--- config.mk ---
export PLATFORM = sky130hd
export DESIGN_NAME = ptir_readout
export DESIGN_NICKNAME = d
export VERILOG_FILES = /design/src/ptir_pkg.sv /design/src/ptir_pin_sync.sv /design/src/ptir_readout.sv
export SDC_FILE = /design/constraint.sdc
export NUM_CORES = 1
export LEC_CHECK = 0
export BUFFER_PORTS_ARGS = -buffer_cell sky130_fd_sc_hd__buf_2
export CAP_MARGIN = 20
export CELL_PAD_IN_SITES_DETAIL_PLACEMENT = 0
export CELL_PAD_IN_SITES_GLOBAL_PLACEMENT = 2
export CORE_AREA = 3 3 128 130
export DETAILED_ROUTE_END_ITERATION = 6
export DIE_AREA = 0 0 131 133
export GPL_TIMING_DRIVEN = 0
export PLACE_DENSITY_LB_ADDON = 0.1
export SYNTH_ARGS = -nofsm -noshare
export SYNTH_HDL_FRONTEND = slang
export SYNTH_HIERARCHICAL = 1
export SYNTH_SLANG_ARGS = --single-unit
export TNS_END_PERCENT = 20
--- constraint.sdc ---
create_clock -name clock -period 2.1 [get_ports clock]
set_input_delay 0 -clock clock [delete_from_list [all_inputs] [get_ports clock]]
set_output_delay 0 -clock clock [all_outputs]
set_load 0.005 [all_outputs]
--- src/ptir_pkg.sv ---
/*
 * Shared constants and types for the pressure and temperature readout
 * target: register indices, reset values, bus framing, calibration
 * codes and the state encoding of the serial target.
 * Assumes a single 100 MHz clock domain and 8-bit register indices.
 */
`default_nettype none

package ptir_pkg;

  localparam logic [7:0] IDX_ID        = 8'h00;
  localparam logic [7:0] IDX_LAUNCH    = 8'h01;
  localparam logic [7:0] IDX_P_HIGH    = 8'h04;
  localparam logic [7:0] IDX_P_MID     = 8'h05;
  localparam logic [7:0] IDX_P_LOW     = 8'h06;
  localparam logic [7:0] IDX_T_HIGH    = 8'h07;
  localparam logic [7:0] IDX_T_LOW     = 8'h08;
  localparam logic [7:0] IDX_CAL_OFF   = 8'h20;
  localparam logic [7:0] IDX_CAL_SHIFT = 8'h21;

  localparam logic [7:0] LAUNCH_CMD     = 8'h01;
  localparam logic [7:0] LAUNCH_RESET   = 8'h37;
  localparam logic [7:0] RESULT_RESET   = 8'h00;
  localparam logic [7:0] UNMAPPED_VALUE = 8'h00;
  localparam logic [7:0] PTR_STEP       = 8'h01;

  // Arbitrary identification value.
  localparam logic [7:0] ID_VALUE    = 8'hA5;
  // Arbitrary 7-bit bus address of this target.
  localparam logic [6:0] TARGET_ADDR = 7'h2A;

  localparam logic [3:0] BYTE_BITS = 4'h8;
  localparam logic [3:0] BIT_STEP  = 4'h1;
  localparam logic [2:0] SYNC_IDLE = 3'h7;

  localparam int         CAL_SIGN_BIT = 7;
  localparam logic [6:0] CAL_MAG_4096  = 7'h0C;
  localparam logic [6:0] CAL_MAG_8192  = 7'h0D;
  localparam logic [6:0] CAL_MAG_16384 = 7'h0E;
  localparam logic [7:0] CAL_OFFSET_DEFAULT = 8'h0D;
  // Shift codes are ten times the exponent: 7, 6 and 5.5.
  localparam logic [7:0] CAL_SHIFT_70 = 8'h46;
  localparam logic [7:0] CAL_SHIFT_60 = 8'h3C;
  localparam logic [7:0] CAL_SHIFT_55 = 8'h37;
  localparam logic [7:0] CAL_SHIFT_DEFAULT = 8'h3C;

  typedef struct packed {
    logic [23:0] pressure;
    logic [15:0] temperature;
  } ptir_sample_t;

  typedef enum logic [3:0] {
    ST_IDLE     = 4'h0,
    ST_ADDR     = 4'h1,
    ST_ACK_WR   = 4'h2,
    ST_INDEX    = 4'h3,
    ST_DATA_ACK = 4'h4,
    ST_WRITE    = 4'h5,
    ST_ACK_RD   = 4'h6,
    ST_READ     = 4'h7,
    ST_READ_ACK = 4'h8
  } ptir_state_t;

  function automatic logic cal_offset_legal(input logic [7:0] code);
    logic [6:0] mag;
    mag = code[6:0];
    cal_offset_legal = (mag == CAL_MAG_4096) || (mag == CAL_MAG_8192) ||
                       (mag == CAL_MAG_16384);
  endfunction

  function automatic logic cal_shift_legal(input logic [7:0] code);
    cal_shift_legal = (code == CAL_SHIFT_70) || (code == CAL_SHIFT_60) ||
                      (code == CAL_SHIFT_55);
  endfunction

endpackage

`default_nettype wire

--- src/ptir_pin_sync.sv ---
/*
 * Two-flop synchroniser for one bus pin with edge detection behind it.
 * Assumes the pin idles high, as a pulled-up open-drain line does.
 */
`default_nettype none

module ptir_pin_sync
  import ptir_pkg::*;
(
  input  wire logic clock,
  input  wire logic nrst,
  input  wire logic pin,
  output wire logic level,
  output wire logic rise,
  output wire logic fall
);

  logic [2:0] stage_reg;
  logic [2:0] stage_next;

  always_comb begin
    stage_next = {stage_reg[1:0], pin};
  end

  always_ff @(posedge clock or negedge nrst) begin
    if (!nrst) begin
      stage_reg <= SYNC_IDLE;
    end else begin
      stage_reg <= stage_next;
    end
  end

  // Edges are taken past the second flop so a metastable first stage
  // never reaches the detectors.
  assign level = stage_reg[1];
  assign rise  = stage_reg[1] & ~stage_reg[2];
  assign fall  = ~stage_reg[1] & stage_reg[2];

endmodule

`default_nettype wire

--- src/ptir_readout.sv ---
/*
 * Two-wire serial target of a pressure and temperature readout: register
 * pointer, launch register, result registers refreshed by the converter,
 * calibration bytes and a coherent snapshot for read bursts.
 * Assumes scl_in and sda_in are the bus wires, pulled up outside, and
 * that sample arrives with sample_valid from logic on the same clock.
 */
`default_nettype none

module ptir_readout
  import ptir_pkg::*;
#(
  parameter logic [7:0] CAL_OFFSET_CODE = CAL_OFFSET_DEFAULT,
  parameter logic [7:0] CAL_SHIFT_CODE  = CAL_SHIFT_DEFAULT
)(
  input  wire logic         clock,
  input  wire logic         nrst,
  input  wire logic         scl_in,
  input  wire logic         sda_in,
  output var  logic         sda_out,
  output var  logic         sda_oe,
  input  wire ptir_sample_t sample,
  input  wire logic         sample_valid,
  output var  logic         conv_start
);

  localparam logic [7:0] CAL_OFFSET_USED =
    cal_offset_legal(CAL_OFFSET_CODE) ? CAL_OFFSET_CODE : CAL_OFFSET_DEFAULT;
  localparam logic [7:0] CAL_SHIFT_USED =
    cal_shift_legal(CAL_SHIFT_CODE) ? CAL_SHIFT_CODE : CAL_SHIFT_DEFAULT;

  logic [1:0]   pin_raw;
  logic [1:0]   pin_lvl;
  logic [1:0]   pin_rise;
  logic [1:0]   pin_fall;
  logic         scl_rise;
  logic         scl_fall;
  logic         sda_lvl;
  logic         start_det;
  logic         stop_det;

  ptir_state_t  state_reg;
  ptir_state_t  state_next;
  logic [3:0]   bit_cnt_reg;
  logic [3:0]   bit_cnt_next;
  logic [7:0]   shift_reg;
  logic [7:0]   shift_next;
  logic [7:0]   ptr_reg;
  logic [7:0]   ptr_next;
  logic [7:0]   launch_reg;
  logic [7:0]   launch_next;
  logic         oe_reg;
  logic         oe_next;
  logic         start_reg;
  logic         start_next;
  logic         sda_out_reg;
  ptir_sample_t res_reg;
  ptir_sample_t res_next;
  ptir_sample_t snap_reg;
  ptir_sample_t snap_next;
  logic         wr_fire;
  logic         load_byte;

  assign pin_raw = {sda_in, scl_in};

  generate
    for (genvar g = 0; g < 2; g++) begin : g_sync
      ptir_pin_sync u_sync (
        .clock (clock),
        .nrst  (nrst),
        .pin   (pin_raw[g]),
        .level (pin_lvl[g]),
        .rise  (pin_rise[g]),
        .fall  (pin_fall[g])
      );
    end
  endgenerate

  assign scl_rise  = pin_rise[0];
  assign scl_fall  = pin_fall[0];
  assign sda_lvl   = pin_lvl[1];
  assign start_det = pin_lvl[0] & pin_fall[1];
  assign stop_det  = pin_lvl[0] & pin_rise[1];

  function automatic logic [7:0] rd_byte(input logic [7:0]   idx,
                                         input ptir_sample_t s,
                                         input logic [7:0]   launch);
    case (idx)
      IDX_ID:        rd_byte = ID_VALUE;
      IDX_LAUNCH:    rd_byte = launch;
      IDX_P_HIGH:    rd_byte = s.pressure[23:16];
      IDX_P_MID:     rd_byte = s.pressure[15:8];
      IDX_P_LOW:     rd_byte = s.pressure[7:0];
      IDX_T_HIGH:    rd_byte = s.temperature[15:8];
      IDX_T_LOW:     rd_byte = s.temperature[7:0];
      IDX_CAL_OFF:   rd_byte = CAL_OFFSET_USED;
      IDX_CAL_SHIFT: rd_byte = CAL_SHIFT_USED;
      default:       rd_byte = UNMAPPED_VALUE;
    endcase
  endfunction

  // Bus target: bits are sampled on SCL rise and driven after SCL fall.
  always_comb begin
    logic [7:0] tx;
    tx           = rd_byte(ptr_reg, snap_reg, launch_reg);
    state_next   = state_reg;
    bit_cnt_next = bit_cnt_reg;
    shift_next   = shift_reg;
    ptr_next     = ptr_reg;
    launch_next  = launch_reg;
    oe_next      = oe_reg;
    snap_next    = snap_reg;
    start_next   = 1'b0;
    wr_fire      = 1'b0;
    load_byte    = 1'b0;
    if (stop_det) begin
      state_next = ST_IDLE;
      oe_next    = 1'b0;
    end else if (start_det) begin
      state_next   = ST_ADDR;
      bit_cnt_next = 4'h0;
      oe_next      = 1'b0;
    end else if (scl_rise) begin
      if (state_reg inside {ST_ADDR, ST_INDEX, ST_WRITE}) begin
        shift_next   = {shift_reg[6:0], sda_lvl};
        bit_cnt_next = bit_cnt_reg + BIT_STEP;
      end else if (state_reg == ST_READ) begin
        bit_cnt_next = bit_cnt_reg + BIT_STEP;
      end else if (state_reg == ST_READ_ACK && sda_lvl) begin
        // A not-acknowledge ends the burst; wait for stop or start.
        state_next = ST_IDLE;
      end
    end else if (scl_fall) begin
      unique case (state_reg)
        ST_IDLE: begin
        end
        ST_ADDR: begin
          if (bit_cnt_reg == BYTE_BITS) begin
            if (shift_reg[7:1] == TARGET_ADDR) begin
              oe_next = 1'b1;
              if (shift_reg[0]) begin
                snap_next  = res_reg;
                state_next = ST_ACK_RD;
              end else begin
                state_next = ST_ACK_WR;
              end
            end else begin
              state_next = ST_IDLE;
            end
          end
        end
        ST_ACK_WR, ST_DATA_ACK: begin
          oe_next      = 1'b0;
          bit_cnt_next = 4'h0;
          state_next   = (state_reg == ST_ACK_WR) ? ST_INDEX : ST_WRITE;
        end
        ST_INDEX: begin
          if (bit_cnt_reg == BYTE_BITS) begin
            ptr_next   = shift_reg;
            oe_next    = 1'b1;
            state_next = ST_DATA_ACK;
          end
        end
        ST_WRITE: begin
          if (bit_cnt_reg == BYTE_BITS) begin
            wr_fire    = 1'b1;
            ptr_next   = ptr_reg + PTR_STEP;
            oe_next    = 1'b1;
            state_next = ST_DATA_ACK;
            if (ptr_reg == IDX_LAUNCH) begin
              launch_next = shift_reg;
              start_next  = (shift_reg == LAUNCH_CMD);
            end
          end
        end
        ST_ACK_RD, ST_READ_ACK: begin
          load_byte    = 1'b1;
          shift_next   = tx;
          oe_next      = ~tx[7];
          bit_cnt_next = 4'h0;
          state_next   = ST_READ;
        end
        ST_READ: begin
          if (bit_cnt_reg == BYTE_BITS) begin
            oe_next    = 1'b0;
            ptr_next   = ptr_reg + PTR_STEP;
            state_next = ST_READ_ACK;
          end else begin
            oe_next    = ~shift_reg[6];
            shift_next = {shift_reg[6:0], 1'b0};
          end
        end
        default: begin
          state_next = ST_IDLE;
          oe_next    = 1'b0;
        end
      endcase
    end
  end

  always_ff @(posedge clock or negedge nrst) begin
    if (!nrst) begin
      state_reg   <= ST_IDLE;
      bit_cnt_reg <= 4'h0;
      shift_reg   <= 8'h00;
      ptr_reg     <= 8'h00;
      launch_reg  <= LAUNCH_RESET;
      oe_reg      <= 1'b0;
      start_reg   <= 1'b0;
      snap_reg    <= '0;
      sda_out_reg <= 1'b0;
    end else begin
      state_reg   <= state_next;
      bit_cnt_reg <= bit_cnt_next;
      shift_reg   <= shift_next;
      ptr_reg     <= ptr_next;
      launch_reg  <= launch_next;
      oe_reg      <= oe_next;
      start_reg   <= start_next;
      snap_reg    <= snap_next;
      sda_out_reg <= 1'b0;
    end
  end

  // Results move on every new sample; a burst reads the snapshot, so a
  // sample landing mid-burst never tears pressure from temperature.
  always_comb begin
    res_next = sample_valid ? sample : res_reg;
  end

  always_ff @(posedge clock or negedge nrst) begin
    if (!nrst) begin
      res_reg <= {RESULT_RESET, RESULT_RESET, RESULT_RESET,
                  RESULT_RESET, RESULT_RESET};
    end else begin
      res_reg <= res_next;
    end
  end

  // The line is open drain: only a low level is ever driven.
  assign sda_out    = sda_out_reg;
  assign sda_oe     = oe_reg;
  assign conv_start = start_reg;
endmodule

`default_nettype wire

# == Word level (Yosys, flattened, before mapping) ==
# Cells that the tools add are included.
# W data, S select, Z words.
# totals
ff_bits,120
word_cells,134
# classes
add_sub_neg,2
eq_ne,36
mux,45
n_bitwise,15
reduce_logical,23
# ops
op,n
$pmux W8 S9,1
$mux W4,17
$mux W8,6
$eq A8 B3 Y1 const B,4
$pmux W8 S2,2
$pmux W4 S6,1
$eq A4 B3 Y1 const B,4
$eq A8 B1 Y1 const B,2
$eq A8 B6 Y1 const B,2
$ne A4 B3 Y1 const B,4
$ne A4 B4 Y1 const B,4
$reduce_and A8 Y1,2
$mux W1,15
$reduce_bool A3 Y1,5
$reduce_and A7 Y1,2
$reduce_and A6 Y1,2
$not A1 Y1,9
$add A8 B1 Y8 const B,1
$eq A4 B2 Y1 const B,2
$eq A4 B4 Y1 const B,2
$eq A8 B4 Y1 const B,1
$logic_not A8 Y1,1
$reduce_or A2 Y1,4
$eq A7 B6 Y1 const B,1
other kinds (18),27

# == Logic depth before layout (Yosys ltp) ==
# logic_depth
depth_word,8
ltp_mapped,9
mapped_depth_nobuf,7

# == Hierarchy ==
# Netlist, hierarchy kept.
# by_module_without_submodules
module,n_inst,cells_each,area_per_inst_um2,seq_area_each_um2
ptir_readout,1,461,5424.0,2859.0
ptir_pin_sync,2,5,93.8,78.8

# == Worst setup path before layout ==
# No wires, ideal clock.
# synth_path
path_type,register to register
startpoint,register g_sync[1].u_sync.stage_reg[1]
endpoint,register snap_reg[0] in the netlist's numbering
setup_time_ps,125
t_arrival_ps,1983
t_required_ps,1975
setup_slack_ps,-7
stages_incl_launch_ff,7
period_less_slack_ps,2107
path_cell_list,dfstp_2 -> and2b_2 -> o21ai_1 -> nand2_1 -> nor3_4 -> buf_6 -> mux2_2
# synth_via
elab_chain_len,5
# synth_rtl
element,line,text
from (decl),ptir_pin_sync.sv:18,logic [2:0] stage_reg;
from (signal assigned),ptir_pin_sync.sv:29,stage_reg <= stage_next;
$not A1 Y1,ptir_pin_sync.sv:37,assign fall = ~stage_reg[1] & stage_reg[2];
$and A1 B1 Y1,ptir_pin_sync.sv:37,
via pin_fall[1],ptir_readout.sv:35,logic [1:0] pin_fall;
$and A1 B1 Y1,ptir_readout.sv:82,assign start_det = pin_lvl[0] & pin_fall[1];
$not A1 Y1 (no line),--,
$reduce_and A8 Y1 (no line),--,
to (signal assigned),ptir_readout.sv:220,snap_reg <= snap_next;
to (decl),ptir_readout.sv:59,ptir_sample_t snap_reg;
# The timed path passes the listed nets, and every way through them passes these cells.
# A chain may end at the register's enable or synchronous reset.

# == Worst setup path after layout ==
# layout_path
startpoint,register shift_reg[1]
endpoint,register snap_reg[8] in the netlist's numbering
# layout_via
elab_chain_len,2
# layout_rtl
element,line,text
from (decl),ptir_readout.sv:46,logic [7:0] shift_reg;
from (signal assigned),ptir_readout.sv:215,shift_reg <= shift_next;
$eq A7 B6 Y1,ptir_readout.sv:139,if (shift_reg[7:1] == TARGET_ADDR) begin
$reduce_and A8 Y1 (no line),--,
# No other way between the ends.

==> results.md <==
- Syn_area_per_cell: 11.9 µm²
- Crit Path Category: register to register
- Worst Skew: 0.0125 ns
- Mapped Nets: 522
- Crit path arrival time: 2.38 ns
- Routability cong.: 0.835
- Async set-reset flop share out of synthesis: 1.00
- I/O Buffers: 45
- Num rows: 45
- H-Tree Depth: 4
- Detailed Place HPWL: 9720 µm
- Final WL: 14400 µm
- Worst endpoint required time: 2.40 ns
- Post-route ant nets: 0
- Number of synthesized register bits: 120
- Largest net degree at the start of global routing: 72
- Leak: 3.32 nW
- Area of the multi-input gates: 2630 µm²
- Setup ws final: 0.0215 ns
- GRT Util Overall: 0.174
- Post-Synthesis Cells: 471
- Die H: 133 µm
- Placeable Area: 15300 µm²
- Vias in the first global route: 4293
- # DRC: 0
- Initial detailed-routing violation count: 196
- Avg WL per Cell: 17.7 µm
- Slew Viols, Final: 0
- Peak VDD IR: 0.651 mV
- # nets final: 640
- Setup-failing EPs final: 0
- Number of warning messages in the yosys log: 6
- Antenna violations before repair: 0
- Most used DFF post-synth: dfrtp_1
- Drt pass-1 iters: 4
- R2R depth: 7
- RSZ-0062 raised after global routing: yes
- Yosys cell types: 57
- Vias: 4172
- Outcome: completed
- Gr ovfl total: 0
- Clock Pin Slew Worst Setup and Hold Paths: 0.06 ns
- # fillers: 1383
- Most frequent cells in the layout: 105 x dfrtp_1, 68 x mux2_2, 48 x buf_2, 43 x dlygate4sd3_1, 32 x nand2_1
- Initial Util: 0.368
- CTS tree: done
- Clk_lat worst skew: 0.42 ns
- Max Cap Viol: 0
- Max clock buf depth: 2
- Sink Count: 120
- Die Wd: 131 µm
- Antenna Cells: 0
- Max FO, Critical Path: 10
- Register area: 3020 µm²
- Cell Area, Synth: 5610 µm²
- Post-synth EDFFs: 0
- Worst setup SP type: register
- Layout cells sized above 1: 0.404
- Die area: 17400 µm²
- Commonest non-fill, non-tap cell in the layout: dfrtp_1
- Non-Filler Instances: 813
- Slew headroom: 0.484
- Slew @ Worst Pin: 0.774 ns
- I/O Pins: 48
- Share of the clock period used by the worst path: 0.990
- Placed insts: 728
- Area Overhead vs Synth: 35.2%
- Fin. Hold Viols: 0
- First-pass GRT wire length: 23300 µm
- F_max: 0.481 GHz
- Critical path launch point: shift_reg[1]$_DFFE_PN0P_
- Seq/Total Area, Yosys: 0.538
- Worst setup EP type: register
- Crit path time final: 2.08 ns
- Worst min-delay path class: input port to async pin
- RR Startpoint: shift_reg[1]$_DFFE_PN0P_
- Vias per cell: 5.13
- Root buffer cell: clkbuf_16
- Pre-CTS WS: -0.336 ns
- CTS Buf Count: 17
- Pwr dens: 828 nW/µm²
[through the flow]
stage	hold slack, ns	total power, mW	setup TNS [ns]	utilization	cell area (µm²)
after global routing	0.156	6.57	-1.43	0.497	7590
after floorplan	-0.296	2.91	0	-	5620
after CTS	0.114	6.34	-0.0627	0.478	7300
final	0.109	6.28	0	0.497	7590
after global placement	0.106	3.15	-75.63	0.400	6100
after detailed placement	-0.00970	3.17	-16.53	0.402	6140
[cells in the mapped netlist, types with 4 or more instances]
cell type	count	area (µm²)
dfrtp_1	109	2730
mux2_2	87	980
nand2_1	33	124
o21ai_0	22	110
a21oi_1	18	90.1
clkbuf_1	17	63.8
nor2_1	16	60.1
a31oi_1	12	75.1
nand3_1	12	60.1
a22oi_1	11	82.6
dfstp_2	11	289
a22o_1	9	78.8
inv_1	9	33.8
nor2b_1	9	56.3
o211ai_1	9	67.6
buf_2	7	35.0
ha_1	6	75.1
and3_1	5	31.3
nor3_1	5	25.0
o22ai_1	5	31.3
buf_6	4	45.0
[cell type report]
class                           count  share of cell area
Timing Repair Buffer              104               0.110
Clock inverter                     15              0.0236
Buffer                             27              0.0270
Clock buffer                       17              0.0561
Tap cell                          211              0.0348
Inverter                            9             0.00445
Sequential cell                   120               0.398
Multi-Input combinational cell    310               0.346
[logic make-up after synthesis]
kind of cell	after synthesis	share of synthesized area
flops	120	0.538
buf+inv	41	0.0350
fa+ha+maj	6	0.0134
simple gates	103	0.100
other cells	1	0.000668
mux	89	0.178
compound gates	108	0.130
xor+xnor	3	0.00468
[critical path, cell delays in order, from the launching register on]
cell     delay, ns
dfrtp_2       0.44
nor4_4        0.28
and4_4        0.28
nand4_4       0.11
nor3_4        0.19
buf_12        0.17
buf_12        0.14
mux2_2        0.33
[report_power, final]
| part | leakage [nW] | switching (mW) | internal, mW | total [mW] |
|---|---|---|---|---|
| logic | 1.51 | 0.249 | 0.316 | 0.566 |
| registers | 1.52 | 0.230 | 2.49 | 2.72 |
| clock network | 0.292 | 1.20 | 1.80 | 3.00 |
[what timing repair did]
item | in CTS | in global routing
endpoints found under the setup margin | 69 | 69
setup buffers | 5 | 9
pin swaps | 3 | 7
gates cloned | 0 | 1
resized for setup | 24 | 53
hold buffers | 43 | 0
endpoints found under the hold margin | 91 | 0
[path summary, 6_finish.rpt]
check / end / slack (ns)
max: snap_reg[8]$_DFFE_PN0P_ / 0.02
min: state_reg[2]$_DFFE_PN0P_ / 0.11
max reg2reg: snap_reg[8]$_DFFE_PN0P_ / 0.02
min reg2reg: g_sync[0].u_sync/stage_reg[1]$_DFF_PN1_ / 0.35
max in group asynchronous: g_sync[1].u_sync/stage_reg[0]$_DFF_PN1_ / 1.24
min in group clock: res_reg[15]$_DFFE_PN0P_ / 0.15
[layer usage]
| layer | global-route usage | routed length [µm] |
|---|---|---|
| met3 | 0.0440 | 480 |
| met4 | 0.0474 | 219 |
| met5 | 0 | 0 |
| met2 | 0.273 | 6960 |
| met1 | 0.240 | 6760 |
No activity file was read; power rests on OpenSTA's default activity.
